## config.mk

```make
export PLATFORM = sky130hd
export DESIGN_NAME = fpc_controller
export DESIGN_NICKNAME = d
export VERILOG_FILES = /design/src/fpc_controller.v /design/src/fpc_write_buffer.v
export VERILOG_INCLUDE_DIRS = /design/src
export SDC_FILE = /design/constraint.sdc
export NUM_CORES = 1
export LEC_CHECK = 0
export BUFFER_PORTS_ARGS = -buffer_cell sky130_fd_sc_hd__buf_2
export CAP_MARGIN = 20
export CELL_PAD_IN_SITES_DETAIL_PLACEMENT = 1
export CELL_PAD_IN_SITES_GLOBAL_PLACEMENT = 2
export CORE_MARGIN = 4
export CORE_UTILIZATION = 39
export DETAILED_ROUTE_END_ITERATION = 8
export GPL_ROUTABILITY_DRIVEN = 1
export PLACE_DENSITY_LB_ADDON = 0.1
export SLEW_MARGIN = 10
export SYNTH_ARGS = -nofsm -noshare
export SYNTH_HDL_FRONTEND = slang
export SYNTH_SLANG_ARGS = --single-unit
```

## constraint.sdc

```tcl
create_clock -name clk -period 3.9 [get_ports clk]
set_input_delay 1.17 -clock clk [delete_from_list [all_inputs] [get_ports clk]]
set_output_delay 1.17 -clock clk [all_outputs]
set_load 0.01 [all_outputs]
```

## src/fpc_map.vh

```
// Purpose: register offsets, field positions, reset values and timing figures of the
//          self-programming flash controller
// Assumes: 20 MHz system clock, 8-bit special-function register port
// Notes:   erase and write times are given in microseconds, read and unlock window in cycles; cycle counts are derived in the controller
// Behaviour
// erase and program work on whole pages; page and buffer hold 32 words
// one read returns one 16-bit word at the current flash address
// software should erase a page before programming it
// enabled status rises only after the unlock procedure; buffer loads need it
// write-start set by software, held while busy, cleared by hardware at end
// software sets read-enable then read-start; hardware clears read-start after read
// address bits 13..5 give page 0..511, bits 4..0 the word in page
// buffer-clear bit empties the buffer and hardware clears it when done
// software should clear the buffer before first use and before replacing data
// writing word0 high byte loads both held bytes as one word into buffer
// each buffer load increments the address and writes it back to both registers
// at word position all ones the address stops at the page's last word
// a finished programming operation empties the write buffer automatically
// on bad read-back software clears the buffer and reloads before reprogramming
// words move 16 bits at a time through paired low and high data registers
// address is 14 bits split high 13..8 and low 7..0, both reset zero
// high address register bits 7 and 6 always read as zero
// mode 000 write, 001 page erase, 011 read, 110 enable; rest reserved
// trigger bit starts a timer; unlock patterns in pairs 1..3; timeout clears it
// software clearing the enabled status disables erase and write; writing one ignored
// instruction execution halts while a started read, write or erase runs
// a finished read places the word into the first data register pair
`ifndef FPC_MAP_VH
`define FPC_MAP_VH

// register offsets on the special-function port
`define FPC_OFS_CTRL_MAIN 4'h0
`define FPC_OFS_CHIP_RST 4'h1
`define FPC_OFS_CTRL_AUX 4'h2
`define FPC_OFS_ADDR_LO 4'h3
`define FPC_OFS_ADDR_HI 4'h4
`define FPC_OFS_DATA0_LO 4'h5
`define FPC_OFS_DATA0_HI 4'h6
`define FPC_OFS_DATA1_LO 4'h7
`define FPC_OFS_DATA1_HI 4'h8
`define FPC_OFS_DATA2_LO 4'h9
`define FPC_OFS_DATA2_HI 4'ha
`define FPC_OFS_DATA3_LO 4'hb
`define FPC_OFS_DATA3_HI 4'hc

// main control fields
`define FPC_BIT_EW_STATUS 7
`define FPC_FLD_MODE_HI 6
`define FPC_FLD_MODE_LO 4
`define FPC_BIT_TRIGGER 3
`define FPC_BIT_WR_START 2
`define FPC_BIT_RD_ENABLE 1
`define FPC_BIT_RD_START 0
// aux control fields
`define FPC_BIT_TIME_SEL 1
`define FPC_BIT_BUF_CLEAR 0

// operation modes
`define FPC_MODE_WRITE 3'h0
`define FPC_MODE_ERASE 3'h1
`define FPC_MODE_READ 3'h3
`define FPC_MODE_ENABLE 3'h6

// reset values and special values
`define FPC_RST_BYTE 8'h00
`define FPC_RST_ADDR 14'h0000
`define FPC_CHIP_RST_VALUE 8'h55
`define FPC_ERASED_WORD 16'hffff
`define FPC_LAST_WORD 5'h1f

// timing
`define FPC_CLK_MHZ 20
`define FPC_T_ERASE0_US 3200
`define FPC_T_WRITE0_US 2200
`define FPC_T_ERASE1_US 3700
`define FPC_T_WRITE1_US 3000
`define FPC_READ_CYC 4
`define FPC_ENABLE_WINDOW_CYC 1024

`endif

```

## src/fpc_controller.v

```verilog
// Purpose: self-programming flash controller: registers, unlock, read, erase, write
// Assumes: register port in the system clock domain; flash array answers reads
//          combinationally and accepts erase and word-program strobes
// Notes:   long erase and write times are module parameters so simulation can shorten them
`include "fpc_map.vh"
`timescale 1ns/1ps
module fpc_controller #(
    parameter ERASE0_CYC = `FPC_T_ERASE0_US * `FPC_CLK_MHZ,
    parameter WRITE0_CYC = `FPC_T_WRITE0_US * `FPC_CLK_MHZ,
    parameter ERASE1_CYC = `FPC_T_ERASE1_US * `FPC_CLK_MHZ,
    parameter WRITE1_CYC = `FPC_T_WRITE1_US * `FPC_CLK_MHZ,
    parameter ENABLE_CYC = `FPC_ENABLE_WINDOW_CYC,
    parameter [15:0] UNLOCK1 = 16'h1234, // arbitrary unlock pattern
    parameter [15:0] UNLOCK2 = 16'h5678, // arbitrary unlock pattern
    parameter [15:0] UNLOCK3 = 16'h9abc  // arbitrary unlock pattern
) (
    input wire clk, // system clock, 20 MHz
    input wire rst, // synchronous reset, high
    input wire [3:0] sfrAddr, // register offset
    input wire sfrWr, // write strobe
    input wire sfrRd, // read strobe
    input wire [7:0] sfrWrData, // write data
    output reg [7:0] sfrRdData, // read data, valid the cycle after sfrRd
    output wire cpuHold, // stall instruction execution
    output reg chipResetReq, // one-cycle whole-chip reset request
    output reg [13:0] flashAddr, // array address for read, erase, program
    input wire [15:0] flashRdData, // array read word
    output reg flashRdEn, // array read in progress
    output reg flashErase, // one-cycle page erase strobe
    output reg flashProgWe, // one-cycle word program strobe
    output reg [15:0] flashProgData // word to program
);
    // sequencer states
    localparam ST_IDLE = 3'h0;
    localparam ST_READ = 3'h1;
    localparam ST_WAIT = 3'h2;
    localparam ST_PROG = 3'h3;
    localparam ST_CLR = 3'h4;

    // software-visible bits
    reg ewEn_q, trig_q, wrStart_q, rdEnable_q, rdStart_q, timeSel_q, bufClr_q;
    reg [2:0] opMode_q;
    reg [7:0] chipPat_q;
    reg [13:0] addr_q;
    reg [7:0] dLo_q [0:3];
    reg [7:0] dHi_q [0:3];
    reg [2:0] state_q;
    reg [16:0] timer_q;
    reg [16:0] target_q;
    reg [10:0] enTimer_q;
    reg [4:0] idx_q;
    reg [7:0] rdMux;
    integer i;

    wire busWr = sfrWr;
    wire wrFd0h = busWr && (sfrAddr == `FPC_OFS_DATA0_HI);
    // byte always stored; load is gated
    wire bufLoad = wrFd0h && ewEn_q && (state_q == ST_IDLE);
    wire [15:0] bufRd;
    wire clrBusy, clrDone;
    // last word goes out this cycle
    wire progLast = (state_q == ST_PROG) && (idx_q == `FPC_LAST_WORD);
    wire clrReq = busWr && (sfrAddr == `FPC_OFS_CTRL_AUX) && sfrWrData[`FPC_BIT_BUF_CLEAR];
    // a request as a sweep ends restarts it
    wire clrStart = (clrReq && (!bufClr_q || clrDone)) || progLast;
    // pairs 1 to 3 all match in the window
    wire unlockOk = ({dHi_q[1], dLo_q[1]} == UNLOCK1) && ({dHi_q[2], dLo_q[2]} == UNLOCK2) &&
                    ({dHi_q[3], dLo_q[3]} == UNLOCK3);

    // hold the processor whenever an accepted operation runs
    assign cpuHold = (state_q != ST_IDLE);

    // duration of an erase or write, picked by mode and time select
    function [16:0] opCycles;
        input [2:0] mode;
        input sel;
        begin
            if (mode == `FPC_MODE_ERASE)
                opCycles = sel ? ERASE1_CYC[16:0] : ERASE0_CYC[16:0];
            else
                opCycles = sel ? WRITE1_CYC[16:0] : WRITE0_CYC[16:0];
        end
    endfunction

    // data pair of a data offset
    function [1:0] pairIdx;
        input [3:0] ofs;
        reg [3:0] rel;
        begin
            rel = ofs - `FPC_OFS_DATA0_LO;
            pairIdx = rel[2:1];
        end
    endfunction

    // offset is a data register
    function isData;
        input [3:0] ofs;
        begin
            isData = (ofs >= `FPC_OFS_DATA0_LO) && (ofs <= `FPC_OFS_DATA3_HI);
        end
    endfunction

    // page buffer: load at current word position, read by program sweep
    fpc_write_buffer #(
        .WORDS(32),
        .AW(5),
        .DW(16)
    ) u_buf (
        .clk(clk),
        .rst(rst),
        .wrEn(bufLoad),
        .wrIdx(addr_q[4:0]),
        .wrData({sfrWrData, dLo_q[0]}),
        .rdIdx(idx_q),
        .rdData(bufRd),
        .clrStart(clrStart),
        .clrBusy(clrBusy),
        .clrDone(clrDone)
    );

    // register read multiplexer, unmapped offsets read zero
    always @* begin
        rdMux = 8'h00;
        if (sfrAddr == `FPC_OFS_CTRL_MAIN)
            rdMux = {ewEn_q, opMode_q, trig_q, wrStart_q, rdEnable_q, rdStart_q};
        else if (sfrAddr == `FPC_OFS_CHIP_RST)
            rdMux = chipPat_q;
        else if (sfrAddr == `FPC_OFS_CTRL_AUX)
            rdMux = {6'h00, timeSel_q, bufClr_q};
        else if (sfrAddr == `FPC_OFS_ADDR_LO)
            rdMux = addr_q[7:0];
        else if (sfrAddr == `FPC_OFS_ADDR_HI)
            rdMux = {2'h0, addr_q[13:8]};
        else if (isData(sfrAddr)) begin
            if (sfrAddr[0])
                rdMux = dLo_q[pairIdx(sfrAddr)];
            else
                rdMux = dHi_q[pairIdx(sfrAddr)];
        end
    end

    // read data register
    always @(posedge clk) begin
        if (rst)
            sfrRdData <= `FPC_RST_BYTE;
        else if (sfrRd)
            sfrRdData <= rdMux;
    end

    // registers, unlock procedure and operation sequencer
    always @(posedge clk) begin
        chipResetReq <= 1'b0;
        flashErase <= 1'b0;
        flashProgWe <= 1'b0;
        if (rst) begin
            ewEn_q <= 1'b0;
            opMode_q <= `FPC_MODE_WRITE;
            trig_q <= 1'b0;
            wrStart_q <= 1'b0;
            rdEnable_q <= 1'b0;
            rdStart_q <= 1'b0;
            timeSel_q <= 1'b0;
            bufClr_q <= 1'b0;
            chipPat_q <= `FPC_RST_BYTE;
            addr_q <= `FPC_RST_ADDR;
            for (i = 0; i < 4; i = i + 1) begin
                dLo_q[i] <= `FPC_RST_BYTE;
                dHi_q[i] <= `FPC_RST_BYTE;
            end
            state_q <= ST_IDLE;
            timer_q <= 17'h00000;
            target_q <= 17'h00000;
            enTimer_q <= 11'h000;
            idx_q <= 5'h00;
            flashAddr <= `FPC_RST_ADDR;
            flashRdEn <= 1'b0;
            flashProgData <= 16'h0000;
        end else begin
            // software writes; start bits only while idle, never all three at once
            if (busWr && sfrAddr == `FPC_OFS_CTRL_MAIN) begin
                if (!sfrWrData[`FPC_BIT_EW_STATUS])
                    ewEn_q <= 1'b0;
                opMode_q <= sfrWrData[`FPC_FLD_MODE_HI:`FPC_FLD_MODE_LO];
                if (sfrWrData[`FPC_BIT_TRIGGER] && !trig_q) begin
                    trig_q <= 1'b1;
                    enTimer_q <= 11'h000;
                end
                if (state_q == ST_IDLE && !(sfrWrData[2] && sfrWrData[1] && sfrWrData[0])) begin
                    wrStart_q <= sfrWrData[`FPC_BIT_WR_START];
                    rdEnable_q <= sfrWrData[`FPC_BIT_RD_ENABLE];
                    rdStart_q <= sfrWrData[`FPC_BIT_RD_START];
                end
            end
            // one pulse per match
            if (busWr && sfrAddr == `FPC_OFS_CHIP_RST) begin
                chipPat_q <= sfrWrData;
                chipResetReq <= (sfrWrData == `FPC_CHIP_RST_VALUE);
            end
            // time select, clear request
            if (busWr && sfrAddr == `FPC_OFS_CTRL_AUX) begin
                timeSel_q <= sfrWrData[`FPC_BIT_TIME_SEL];
                if (sfrWrData[`FPC_BIT_BUF_CLEAR])
                    bufClr_q <= 1'b1;
            end
            if (busWr && sfrAddr == `FPC_OFS_ADDR_LO)
                addr_q[7:0] <= sfrWrData;
            // top two bits not kept
            if (busWr && sfrAddr == `FPC_OFS_ADDR_HI)
                addr_q[13:8] <= sfrWrData[5:0];
            if (busWr && isData(sfrAddr)) begin
                if (sfrAddr[0])
                    dLo_q[pairIdx(sfrAddr)] <= sfrWrData;
                else
                    dHi_q[pairIdx(sfrAddr)] <= sfrWrData;
            end
            // each buffer load moves to the next word but never leaves the page
            if (bufLoad && addr_q[4:0] != `FPC_LAST_WORD)
                addr_q <= addr_q + 14'h0001;
            // clear bit falls once the sweep is over, unless a new request lands with it
            if (clrDone && !clrReq)
                bufClr_q <= 1'b0;
            // unlock window timer; set of the status wins over a same-cycle clear
            if (trig_q) begin
                if (enTimer_q == ENABLE_CYC[10:0] - 11'h001) begin
                    trig_q <= 1'b0;
                    enTimer_q <= 11'h000;
                end else begin
                    enTimer_q <= enTimer_q + 11'h001;
                end
                if (opMode_q == `FPC_MODE_ENABLE && unlockOk)
                    ewEn_q <= 1'b1;
            end
            // operation sequencer
            case (state_q)
            ST_IDLE: begin
                // refused starts fall at once
                timer_q <= 17'h00000;
                if (wrStart_q) begin
                    if (ewEn_q && !clrBusy &&
                        (opMode_q == `FPC_MODE_WRITE || opMode_q == `FPC_MODE_ERASE)) begin
                        target_q <= opCycles(opMode_q, timeSel_q);
                        flashAddr <= {addr_q[13:5], 5'h00};
                        state_q <= ST_WAIT;
                    end else begin
                        wrStart_q <= 1'b0;
                    end
                end else if (rdStart_q) begin
                    if (rdEnable_q && opMode_q == `FPC_MODE_READ) begin
                        flashAddr <= addr_q;
                        flashRdEn <= 1'b1;
                        state_q <= ST_READ;
                    end else begin
                        rdStart_q <= 1'b0;
                    end
                end
            end
            ST_READ: begin
                // fixed read, word taken last
                timer_q <= timer_q + 17'h00001;
                if (timer_q == `FPC_READ_CYC - 1) begin
                    dLo_q[0] <= flashRdData[7:0];
                    dHi_q[0] <= flashRdData[15:8];
                    flashRdEn <= 1'b0;
                    rdStart_q <= 1'b0;
                    state_q <= ST_IDLE;
                end
            end
            ST_WAIT: begin
                // erase or write time
                timer_q <= timer_q + 17'h00001;
                if (timer_q == target_q - 17'h00001) begin
                    idx_q <= 5'h00;
                    if (opMode_q == `FPC_MODE_ERASE) begin
                        flashErase <= 1'b1;
                        wrStart_q <= 1'b0;
                        state_q <= ST_IDLE;
                    end else begin
                        state_q <= ST_PROG;
                    end
                end
            end
            ST_PROG: begin
                // program the whole page from the buffer, one word a cycle
                flashProgWe <= 1'b1;
                flashAddr <= {addr_q[13:5], idx_q};
                flashProgData <= bufRd;
                idx_q <= idx_q + 5'h01;
                if (progLast)
                    state_q <= ST_CLR;
            end
            ST_CLR: begin
                // hold until buffer empty
                if (clrDone) begin
                    wrStart_q <= 1'b0;
                    state_q <= ST_IDLE;
                end
            end
            default: state_q <= ST_IDLE;
            endcase
        end
    end
endmodule

```

## src/fpc_write_buffer.v

```verilog
// Purpose: page-sized write buffer with a word-at-a-time clear sweep
// Assumes: one write port and one combinational read port, same clock
// Notes:   clearing fills every word with the erased value, one word a cycle
`include "fpc_map.vh"
`timescale 1ns/1ps
module fpc_write_buffer #(
    parameter WORDS = 32,
    parameter AW = 5,
    parameter DW = 16
) (
    input wire clk, // system clock
    input wire rst, // synchronous reset, high
    input wire wrEn, // load one word
    input wire [AW-1:0] wrIdx, // word position for the load
    input wire [DW-1:0] wrData, // word to load
    input wire [AW-1:0] rdIdx, // word position to read
    output wire [DW-1:0] rdData, // word at rdIdx
    input wire clrStart, // begin a clear sweep
    output wire clrBusy, // sweep in progress
    output reg clrDone // one-cycle pulse at sweep end
);
    reg [DW-1:0] mem [0:WORDS-1];
    reg clrBusy_q;
    reg [AW-1:0] clrIdx_q;

    assign rdData = mem[rdIdx];
    assign clrBusy = clrBusy_q;

    // sweep counter: a load during a sweep is dropped by the sweep overwrite order
    always @(posedge clk) begin
        clrDone <= 1'b0;
        if (rst) begin
            clrBusy_q <= 1'b0;
            clrIdx_q <= {AW{1'b0}};
        end else if (clrBusy_q) begin
            if (clrIdx_q == WORDS[AW-1:0] - 1'b1) begin
                clrBusy_q <= 1'b0;
                clrDone <= 1'b1;
            end
            clrIdx_q <= clrIdx_q + 1'b1;
        end else if (clrStart) begin
            clrBusy_q <= 1'b1;
            clrIdx_q <= {AW{1'b0}};
        end
    end

    // storage: sweep has priority over a load
    always @(posedge clk) begin
        if (clrBusy_q)
            mem[clrIdx_q] <= `FPC_ERASED_WORD;
        else if (wrEn)
            mem[wrIdx] <= wrData;
    end
endmodule
```

==> results of run 1 <==
==> cell type report <==
cell class | instances | area [um2] | share of cell area, %
Sequential cell | 701 | 19800 | 57.8
Clock inverter | 42 | 445 | 1.30
Inverter | 41 | 154 | 0.449
Timing Repair Buffer | 192 | 1650 | 4.81
Tap cell | 969 | 1210 | 3.54
Clock buffer | 98 | 2050 | 5.98
Antenna cell | 1 | 2.50 | 0.00730
Multi-Input combinational cell | 1035 | 8940 | 26.1
==> flip-flops by register name, summed over array words and instances (netlist names), 11 cells and up <==
register	cells
enTimer_q	11
dLo_q	32
flashAddr	14
addr_q	14
dHi_q	32
flashProgData	16
timer_q	17
u_buf.mem	512
==> logic make-up after synthesis <==
family          count (synthesis)
flops                         701
fa+ha+maj                      20
mux                           211
buf+inv                       152
compound gates                279
xor+xnor                       14
simple gates                  511
==> final timing paths <==
check	from	end	slack, ns	cells after the start
setup / recovery	state_q[2]$_SDFFE_PP0P_	cpuHold	0.59	4
hold / removal	flashAddr[11]$_SDFFE_PP0P_	flashAddr[11]$_SDFFE_PP0P_	0.45	2
setup reg to reg	state_q[2]$_SDFFE_PP0P_	u_buf.mem[6][8]$_DFFE_PP_	0.66	8
hold reg to reg	flashAddr[11]$_SDFFE_PP0P_	flashAddr[11]$_SDFFE_PP0P_	0.45	2
==> power by group through the flow <==
stage	Sequential (mW)	Clock [mW]	Combinational, mW
finish	8.10	7.23	0.411
detailed placement	8.26	0	0.415
CTS	8.10	7.43	0.417
global placement	8.26	0	0.411
floorplan	8.23	0	0.253
global route	8.10	7.75	0.448
==> layout by cell type (no fill, tap or decap), drive strengths merged, types with 26 or more instances in the layout <==
cell type / n
edfxtp: 576
mux2i: 31
nand3: 28
mux4: 172
inv: 42
nor2: 136
o21ai: 83
dfxtp: 125
a211oi: 26
clkbuf: 98
a21oi: 92
nand2: 161
buf: 192
clkinv: 32
nor3: 36
==> layer usage <==
layer,share of wire (%),track usage [%],up-vias,wire length (um)
met1,44,30.3,9049,38000
met3,4.4,2.89,112,3800
met4,2.7,6.21,0,2300
li1,-,-,7748,-
met2,49,35.9,414,41600
met5,0,0,-,0
==> worst max-delay path, stage by stage, from the launching register on <==
cell      delay (ns)
dfxtp_1         0.43
nor3_4          0.46
clkinv_1        0.20
buf_4           0.26
buf_2           0.17
==> through the flow <==
stage          power [mW]  hold WS [ns]
6_report             15.7         0.454
5_1_grt              16.3         0.474
4_1_cts              15.9         0.458
3_5_place_dp         8.67         0.452
3_3_place_gp         8.67         0.438
2_1_floorplan        8.48         0.436
==> run summary, run 1 <==
total CTS buffers: 77
setup TNS: 0 ns
measured slew at the worst slew-check pin: 0.925 ns
# DRC: 0
core area: 74300 um2
PostCTS Resize Cnt: 0
vias in the first global route: 18200
initial antenna violation count: 2
Comb power frac: 2.6%
placed inst area: 31800 um2
Setup crit end kind: output pin
Post-synth ARST share: 0%
Antenna Violating Nets Remaining: 0
ys flop type: edfxtp_1
Worst Path Required: 2.73 ns
sw frac: 21.2%
most frequent cells after synthesis: edfxtp_1, mux4_2, nand2_1
layout cells sized above 1: 24.8%
Peak Freq: 0.303 GHz
mux contribution to synthesized area: 14.6%
Die X: 282 um
Final Hold Fails: 0
largest net degree at the start of global routing: 52
worst hold path class: flop to flop
vias per cell: 5.63
Die Y: 282 um
post-synth top area cell: edfxtp_1
Layout Utilization: 46.1%
post-synth top area share: 59.2%
hold buffer count at CTS: 0
EDFF count, synth: 576
pwr dens: 460 nW/um2
Critical Path Fanout Max: 18
Flop pwr share: 51.5%
TritonRoute pass-1 iters: 5
Mapped Cells: 1888
Ys Warns: 0
vias post-DR: 17300
unrepaired setup endpoints after global routing: no
crit share post-route: 84.8%
routed length per instance: 27.8 um
WS Path Type: flop to output pin
# H-tree levels: 3
DP HPWL: 56600 um
status: complete, no violations
Layout fillers: 7286
CTS tree: done
Setup WS post-layout: 0.594 ns
Yosys cell types: 69
most frequent cell after synthesis: edfxtp_1
Mapped Area: 29200 um2
xor/xnor cell area share of the yosys netlist: 0.419%
Finished Layout Cells: 3079
Setup Viol. Count Final: 0
clk buf depth: 3
crit path time final: 3.31 ns
Starting Density: 39.3%
P_leak: 12.5 nW
first-pass GRT wire length: 126000 um
combinational family with the most area after synthesis: multiplexers
Design Area, Final: 34300 um2
area delta synth->final: 17.2%
grt ovf: 0
pre-CTS WS: 0.150 ns
Setup crit start kind: flop
1st-iter DRT viols: 1210
Row Count: 100
#FFs+latches synth: 701
Cell Int Power: 12.4 mW
Clk pwr share: 45.9%
post-synthesis sequential area ratio: 67.7%
MaxCap Viol Count: 0
adder-cell share of the synthesized area: 0.856%
Synthesized Nets: 1940
GRT Total Usage: 21.7%
Post-Syn Area per Cell: 15.5 um2
clock skew: 0.0220 ns
maximum VDD drop: 0.365 mV
Worst EP arrival: 2.14 ns
Die ar.: 79400 um2
post-layout net count: 2100
clock sink count: 701
IO buf count: 74
CTS root buffer: clkbuf_16
routability cong.: 0.811
total wire length: 85700 um
Slew HR: 38.3%
post-synthesis compound-gate area fraction: 5.83%
Clock Latency Late Sink: 0.62 ns
setup bufs post-CTS: 0
Slew Viols, Final: 0
CTS clk-pin slew, worst paths: 0.06 ns
I/O pin cnt: 75
simple-gate portion of the synthesized area: 8.49%
switching pwr: 3.34 mW
Placed Cells: 2938
top cells by area, synth: edfxtp_1, mux4_2, dfxtp_1, nand2_1, nor2_1
(Power assumes the default switching activity.)
==> inputs of run 2 (changes only) <==
--- a/config.mk
+++ b/config.mk
@@ -6,12 +6,13 @@
 export SDC_FILE = /design/constraint.sdc
 export NUM_CORES = 1
 export LEC_CHECK = 0
+export ABC_AREA = 1
 export BUFFER_PORTS_ARGS = -buffer_cell sky130_fd_sc_hd__buf_2
 export CAP_MARGIN = 20
 export CELL_PAD_IN_SITES_DETAIL_PLACEMENT = 1
 export CELL_PAD_IN_SITES_GLOBAL_PLACEMENT = 2
 export CORE_MARGIN = 4
-export CORE_UTILIZATION = 39
+export CORE_UTILIZATION = 38
 export DETAILED_ROUTE_END_ITERATION = 8
 export GPL_ROUTABILITY_DRIVEN = 1
 export PLACE_DENSITY_LB_ADDON = 0.1
==> constraint.sdc (replaced) <==
create_clock -name clk -period 2.81 [get_ports clk]
set_input_delay 0.843 -clock clk [delete_from_list [all_inputs] [get_ports clk]]
set_output_delay 0.843 -clock clk [all_outputs]
set_load 0.01 [all_outputs]
==> run 2 against run 1 <==
Compared with the run above:
- total power is 48% higher
- global-route usage increased by 2.5 points
- clock power rose by 36%
- synthesized cell count up 51%
- critical path type unchanged
- largest power group unchanged
- highest routed layer unchanged
==> run summary, run 2 <==
largest net degree at the start of global routing: 91 (was 52)
Setup Viol. Count Final: 0 (unchanged)
Layout Utilization: 46.6% (was 46.1%)
vias in the first global route: 23800 (was 18200)
Ys Warns: 0 (unchanged)
clock sink count: 701 (unchanged)
Starting Density: 38.6% (was 39.3%)
Peak Freq: 0.373 GHz
initial antenna violation count: 1 (was 2)
total wire length: 101000 um (was 85700 um)
total CTS buffers: 78 (was 77)
post-synth top area share: 57.5% (was 59.2%)
Slew HR: 44.0% (was 38.3%)
EDFF count, synth: 576 (unchanged)
clock skew: 0.0227 ns (was 0.0220 ns)
clk buf depth: 3 (unchanged)
pre-CTS WS: -0.289 ns (was 0.150 ns)
Setup crit end kind: output pin (unchanged)
# DRC: 0 (unchanged)
Yosys cell types: 51 (was 69)
Placed Cells: 4021 (was 2938)
P_leak: 14.5 nW (was 12.5 nW)
Antenna Violating Nets Remaining: 0 (unchanged)
ys flop type: edfxtp_1 (unchanged)
Final Hold Fails: 0 (unchanged)
most frequent cells after synthesis: edfxtp_1, nand2_1, nor2_1 (was edfxtp_1, mux4_2, nand2_1)
Largest Register: u_buf.mem (unchanged)
status: complete, no violations (unchanged)
CP Launch Point: state_q[2]$_SDFFE_PP0P_ (unchanged)
Synthesized Nets: 2912 (was 1940)
Die Y: 289 um (was 282 um)
first-pass GRT wire length: 152000 um (was 126000 um)
maximum VDD drop: 0.361 mV (was 0.365 mV)
vias post-DR: 22500 (was 17300)
CTS root buffer: clkbuf_16 (unchanged)
worst hold path class: flop to flop (unchanged)
Critical Path Fanout Max: 9 (was 18)
hold_ws: 0.453 ns (was 0.454 ns)
top cells by area, synth: edfxtp_1, dfxtp_1, o21ai_0, nand2_1, nor2_1 (was edfxtp_1, mux4_2, dfxtp_1, nand2_1, nor2_1)
placed inst area: 33900 um2 (was 31800 um2)
Setup WS post-layout: 0.127 ns (was 0.594 ns)
crit path time final: 2.68 ns
HP Start: chipPat_q[3]$_SDFFE_PP0P_ (was flashAddr[11]$_SDFFE_PP0P_)
DP HPWL: 67700 um (was 56600 um)
setup TNS: 0 ns (unchanged)
Die ar.: 83700 um2 (was 79400 um2)
#FFs+latches synth: 701 (unchanged)
MaxCap Viol Count: 0 (unchanged)
Mapped Cells: 2860 (was 1888)
routed length per instance: 24.3 um (was 27.8 um)
ANT cells: 0 (was 1)
CTS tree: done (unchanged)
IO buf count: 74 (unchanged)
origin of the critical flop-to-flop path: state_q[2]$_SDFFE_PP0P_ (unchanged)
GRT Total Usage: 24.2% (was 21.7%)
Die X: 289 um (was 282 um)
biggest registers after layout: u_buf.mem (512), dHi_q (32), dLo_q (32) (unchanged)
crit share post-route: 95.5%
CTS clk-pin slew, worst paths: 0.06 ns (about the same)
routability cong.: 0.841 (was 0.811)
Finished Layout Cells: 4162 (was 3079)
WS Path Type: flop to output pin (unchanged)
unrepaired setup endpoints after global routing: no (unchanged)
Design Area, Final: 36300 um2 (was 34300 um2)
max reg flops: 512 (unchanged)
most common cell after layout, fill and taps aside: edfxtp_1 (unchanged)
vias per cell: 5.41 (was 5.63)
# H-tree levels: 3 (unchanged)
1st-iter DRT viols: 1574 (was 1210)
pwr dens: 643 nW/um2 (was 460 nW/um2)
post-layout net count: 3114 (was 2100)
Clock Latency Late Sink: 0.62 ns (about the same)
post-synth top area cell: edfxtp_1 (unchanged)
TritonRoute pass-1 iters: 5 (unchanged)
core area: 78000 um2 (was 74300 um2)
grt ovf: 0 (unchanged)
Post-synth ARST share: 0% (unchanged)
hold buffer count at CTS: 0 (unchanged)
Mapped Area: 30100 um2 (was 29200 um2)
I/O pin cnt: 75 (unchanged)
Setup crit start kind: flop (unchanged)
Row Count: 102 (was 100)
most frequent cell after synthesis: edfxtp_1 (unchanged)
Worst Path Required: 1.97 ns (was 2.73 ns)
layout cells sized above 1: 15.5% (was 24.8%)
area delta synth->final: 20.8% (was 17.2%)
measured slew at the worst slew-check pin: 0.833 ns (was 0.925 ns)
post-synthesis sequential area ratio: 65.8% (was 67.7%)
Slew Viols, Final: 0 (unchanged)
Post-Syn Area per Cell: 10.5 um2 (was 15.5 um2)
most frequent cells in the layout: edfxtp_1, nand2_1, nor2_1 (was edfxtp_1, mux4_2, nand2_1)
Worst EP arrival: 1.84 ns (was 2.14 ns)
total power: 23.4 mW (was 15.7 mW)
-- run 2: changes by cell type after synthesis, sizes merged, moves of 30 or more --
cell | before | now
nand3 | 28 | 137
mux4 | 172 | 0
inv | 39 | 211
o21ai | 83 | 359
o22ai | 1 | 48
nor2 | 136 | 448
mux2i | 31 | 1
nand2 | 161 | 442
o221ai | 1 | 82
-- run 2: cell type report --
| type | instances | area [um2] |
|---|---|---|
| sequential | 701 | 19800 |
| fill | 8399 | 41600 |
| multi-input combinational | 1791 | 9200 |
| inverter | 217 | 835 |
| timing repair buffer | 273 | 2770 |
| tap | 1040 | 1300 |
| clock buffer | 107 | 2120 |
| clock inverter | 33 | 290 |
-- run 2: cells by family (layout without fill, tap and decap cells) --
group	count (synthesis)	count (layout)	synth area share (%)
AOI/OAI and AO/OA	677	677	13.3
xor gates and xnor gates	8	8	0.233
adders and majority gates	20	20	0.832
buffers and inverters	368	630	4.80
DFF	701	701	65.8
muxes	1	1	0.0333
and+or+nand+nor	1085	1085	15.0
-- run 2: worst max-delay path, stage by stage (launching register included) --
cell     delay (ns)
dfxtp_2        0.41
nor2_4         0.07
inv_2          0.07
nor2_4         0.04
buf_4          0.15
inv_1          0.16
buf_6          0.18
buf_2          0.14
-- run 2: timing repair --
action                     4_1_cts  5_1_grt
cloned                           0        0
buffers inserted                 1        0
setup endpoints to repair        1        1
gates resized for setup          1        2
pin swaps                        1        0
-- run 2: where the power goes --
| group | internal [mW] | switching, mW | leakage (nW) |
|---|---|---|---|
| Sequential | 11.3 | 0.151 | 7.53 |
| Clock | 5.67 | 4.15 | 1.18 |
| Combinational | 0.683 | 1.43 | 5.80 |
-- run 2: final timing paths --
| path | to | slack [ns] | depth (start not counted) |
|---|---|---|---|
| setup / recovery | cpuHold | 0.13 | 7 |
| hold / removal | chipPat_q[3]$_SDFFE_PP0P_ | 0.45 | 2 |
| setup reg to reg | u_buf.mem[27][0]$_DFFE_PP_ | 0.31 | 13 |
| hold reg to reg | chipPat_q[3]$_SDFFE_PP0P_ | 0.45 | 2 |
-- run 2: per-layer routing --
layer  GRT usage [%]  share of wire (%)  vias up
met4            6.26                2.2        0
met3            2.79                4.2      114
met2            41.6                 49      547
li1                -                  -    10500
met1            32.7                 44    11300
met5               0                  0        -
==> inputs of run 3 (changes only) <==
--- a/config.mk
+++ b/config.mk
@@ -6,14 +6,14 @@
 export SDC_FILE = /design/constraint.sdc
 export NUM_CORES = 1
 export LEC_CHECK = 0
-export ABC_AREA = 1
-export BUFFER_PORTS_ARGS = -buffer_cell sky130_fd_sc_hd__buf_2
+export ABC_AREA = 0
 export CAP_MARGIN = 20
 export CELL_PAD_IN_SITES_DETAIL_PLACEMENT = 1
 export CELL_PAD_IN_SITES_GLOBAL_PLACEMENT = 2
 export CORE_MARGIN = 4
-export CORE_UTILIZATION = 38
+export CORE_UTILIZATION = 39
 export DETAILED_ROUTE_END_ITERATION = 8
+export DONT_BUFFER_PORTS = 1
 export GPL_ROUTABILITY_DRIVEN = 1
 export PLACE_DENSITY_LB_ADDON = 0.1
 export SLEW_MARGIN = 10
==> run 3 against run 2 <==
Compared with the run above:
- sequential power barely moved
- critical path depth is 2 higher
- design area is 3.1% lower
- total power down 4.4%
- routed wire length shrank 16%
- combinational power is 76% lower
- first-iteration DRC count shrank 4.6%
- non-clock buffer count decreased by 123
- flip-flop and latch count is the same
- die area shrank 5.2%
- critical path type is now flop to flop
- largest cell class unchanged
==> run summary, run 3 (same netlist as run 1, synthesis figures left out) <==
status: complete, no violations (unchanged)
layout cells sized above 1: 25.8% (was 15.5%)
WS Path Type: flop to flop (was flop to output pin)
core area: 74300 um2 (was 78000 um2)
routability cong.: 0.801 (was 0.841)
Clock Latency Late Sink: 0.63 ns (was 0.62 ns)
Worst Path Required: 3.33 ns (was 1.97 ns)
pre-CTS WS: -0.202 ns (was -0.289 ns)
routed length per instance: 27.9 um (was 24.3 um)
IO buf count: 0 (was 74)
CTS clk-pin slew, worst paths: 0.06 ns (about the same)
Die X: 282 um (was 289 um)
Peak Freq: 0.372 GHz (was 0.373 GHz)
Die ar.: 79400 um2 (was 83700 um2)
Row Count: 100 (was 102)
sw frac: 20.9% (was 24.5%)
Setup crit end kind: flop (was output pin)
unrepaired setup endpoints after global routing: no (unchanged)
1st-iter DRT viols: 1501 (was 1574)
Worst setup endpoint: state_q[1]$_SDFFE_PP0P_ (was cpuHold)
clock skew: 0.0217 ns (was 0.0227 ns)
crit-path max cell delay: 0.58 ns (was 0.41 ns)
vias per cell: 5.67 (was 5.41)
total wire length: 85000 um (was 101000 um)
TritonRoute pass-1 iters: 5 (unchanged)
Setup WS post-layout: 0.119 ns (was 0.127 ns)
pwr dens: 634 nW/um2 (was 643 nW/um2)
crit share post-route: 95.8% (was 95.5%)
Setup crit start kind: flop (unchanged)
Layout fillers: 7130 (was 8399)
Critical Path Fanout Max: 6 (was 9)
setup bufs post-CTS: 0 (was 1)
biggest registers after layout: u_buf.mem (512), dHi_q (32), dLo_q (32) (unchanged)
Slew HR: 37.7% (was 44.0%)
CTS tree: done (unchanged)
crit path time final: 2.69 ns (was 2.68 ns)
Setup Viol. Count Final: 0 (unchanged)
clk buf depth: 3 (unchanged)
origin of the critical flop-to-flop path: target_q[6]$_SDFFE_PP0P_ (was state_q[2]$_SDFFE_PP0P_)
# H-tree levels: 3 (unchanged)
critical path, cell by cell: inv_1, ha_1, xnor2_1, nor3_1, nand4b_1, or4_1, buf_4, a221o_1, a32o_1 (was nor2_4, inv_2, nor2_4, buf_4, inv_1, buf_6, buf_2)
P_leak: 12.6 nW (was 14.5 nW)
R2R Path End: state_q[1]$_SDFFE_PP0P_ (was u_buf.mem[27][0]$_DFFE_PP_)
post-layout net count: 2059 (was 3114)
Design Area, Final: 35200 um2 (was 36300 um2)
PostCTS Resize Cnt: 0 (was 1)
Worst EP arrival: 3.21 ns (was 1.84 ns)
first-pass GRT wire length: 125000 um (was 152000 um)
vias in the first global route: 18200 (was 23800)
Slew Viols, Final: 0 (unchanged)
total power: 22.3 mW (was 23.4 mW)
largest net degree at the start of global routing: 110 (was 91)
flop-to-flop setup slack: 0.12 ns (was 0.31 ns)
Starting Density: 39.3% (was 38.6%)
GRT Total Usage: 21.5% (was 24.2%)
CP Launch Point: target_q[6]$_SDFFE_PP0P_ (was state_q[2]$_SDFFE_PP0P_)
clock sink count: 701 (unchanged)
setup TNS: 0 ns (unchanged)
Final Hold Fails: 0 (unchanged)
Die Y: 282 um (was 289 um)
switching pwr: 4.66 mW (was 5.73 mW)
Antenna Violating Nets Remaining: 0 (unchanged)
initial antenna violation count: 5 (was 1)
CP max-delay cell: or4_1 (was dfxtp_2)
placed inst area: 32500 um2 (was 33900 um2)
Finished Layout Cells: 3043 (was 4162)
worst hold path class: input port to flop (was flop to flop)
# DRC: 0 (unchanged)
maximum VDD drop: 0.497 mV (was 0.361 mV)
area delta synth->final: 20.4% (was 20.8%)
most common cell after layout, fill and taps aside: edfxtp_1 (unchanged)
hold buffer count at CTS: 0 (unchanged)
CTS root buffer: clkbuf_16 (unchanged)
Flop pwr share: 50.3% (was 48.9%)
Comb power frac: 2.3% (was 9.0%)
MaxCap Viol Count: 0 (unchanged)
I/O pin cnt: 75 (unchanged)
Largest Register: u_buf.mem (unchanged)
vias post-DR: 17300 (was 22500)
Clk pwr share: 47.4% (was 42.0%)
cells on worst reg2reg path: 9 (was 13)
max reg flops: 512 (unchanged)
DP HPWL: 55800 um (was 67700 um)
grt ovf: 0 (unchanged)
most frequent cells in the layout: edfxtp_1, mux4_2, nand2_1 (was edfxtp_1, nand2_1, nor2_1)
measured slew at the worst slew-check pin: 0.934 ns (was 0.833 ns)
total CTS buffers: 78 (unchanged)
Cell Int Power: 17.7 mW (was 17.6 mW)
Placed Cells: 2896 (was 4021)
## run 3: cell count changes in the layout (fill, tap and decap cells not counted), sizes merged, moves of 25 or more
cell,before,now
o22ai,48,1
o221ai,82,1
nor2,448,136
buf,273,150
nand3,137,28
mux2i,1,31
and2,0,25
o21ai,359,83
inv,213,40
mux4,0,172
nand2,442,161
## run 3: power by group through the flow
stage	Sequential, mW	Clock (mW)	Combinational (mW)
2_1_floorplan	11.4	0	0.372
3_3_place_gp	11.5	0	0.512
3_5_place_dp	11.5	0	0.518
4_1_cts	11.2	10.8	0.521
5_1_grt	11.2	11.3	0.563
6_report	11.2	10.6	0.516
## run 3: area by class of cell
type | instances | area [um2] | area share [%]
timing repair buffer | 150 | 1960 | 5.58
clock buffer | 100 | 2220 | 6.30
multi-input combinational | 1035 | 9350 | 26.5
inverter | 41 | 170 | 0.483
clock inverter | 45 | 484 | 1.38
antenna | 2 | 5.00 | 0.0142
sequential | 701 | 19800 | 56.3
tap | 969 | 1210 | 3.44
## run 3: worst min path at each step
stage                                     end                      start  depth (start not counted)
finish              enTimer_q[7]$_SDFFE_PP0P_                        rst                          1
global route        enTimer_q[7]$_SDFFE_PP0P_                        rst                          1
CTS                 enTimer_q[5]$_SDFFE_PP0P_                        rst                          1
detailed placement  chipPat_q[4]$_SDFFE_PP0P_  chipPat_q[4]$_SDFFE_PP0P_                          2
global placement    chipPat_q[3]$_SDFFE_PP0P_  chipPat_q[3]$_SDFFE_PP0P_                          2
floorplan           chipPat_q[6]$_SDFFE_PP0P_  chipPat_q[6]$_SDFFE_PP0P_                          2
## run 3: routing by layer
metal / vias up / GRT usage, % / routed length (um)
li1: 7656 / - / -
met1: 8977 / 30.3 / 37300
met2: 511 / 35.3 / 41000
met3: 111 / 3.54 / 4780
met4: 0 / 5.47 / 1910
met5: - / 0 / 0
## run 3: worst max-delay path: cells and delay by family, from the launching register on
kind | cells | cell delay [ns]
fa+ha+maj | 1 | 0.30
buf+inv | 2 | 0.31
simple gates | 3 | 0.89
flops | 1 | 0.38
xor+xnor | 1 | 0.13
compound gates | 2 | 0.58
## run 3: stage by stage
| step | hold slack, ns | util (%) |
|---|---|---|
| after floorplan | 0.436 | - |
| after global placement | 0.441 | 43.7 |
| after detailed placement | 0.453 | 43.7 |
| after CTS | 0.253 | 47.4 |
| after global routing | 0.262 | 47.4 |
| final | 0.284 | 47.4 |
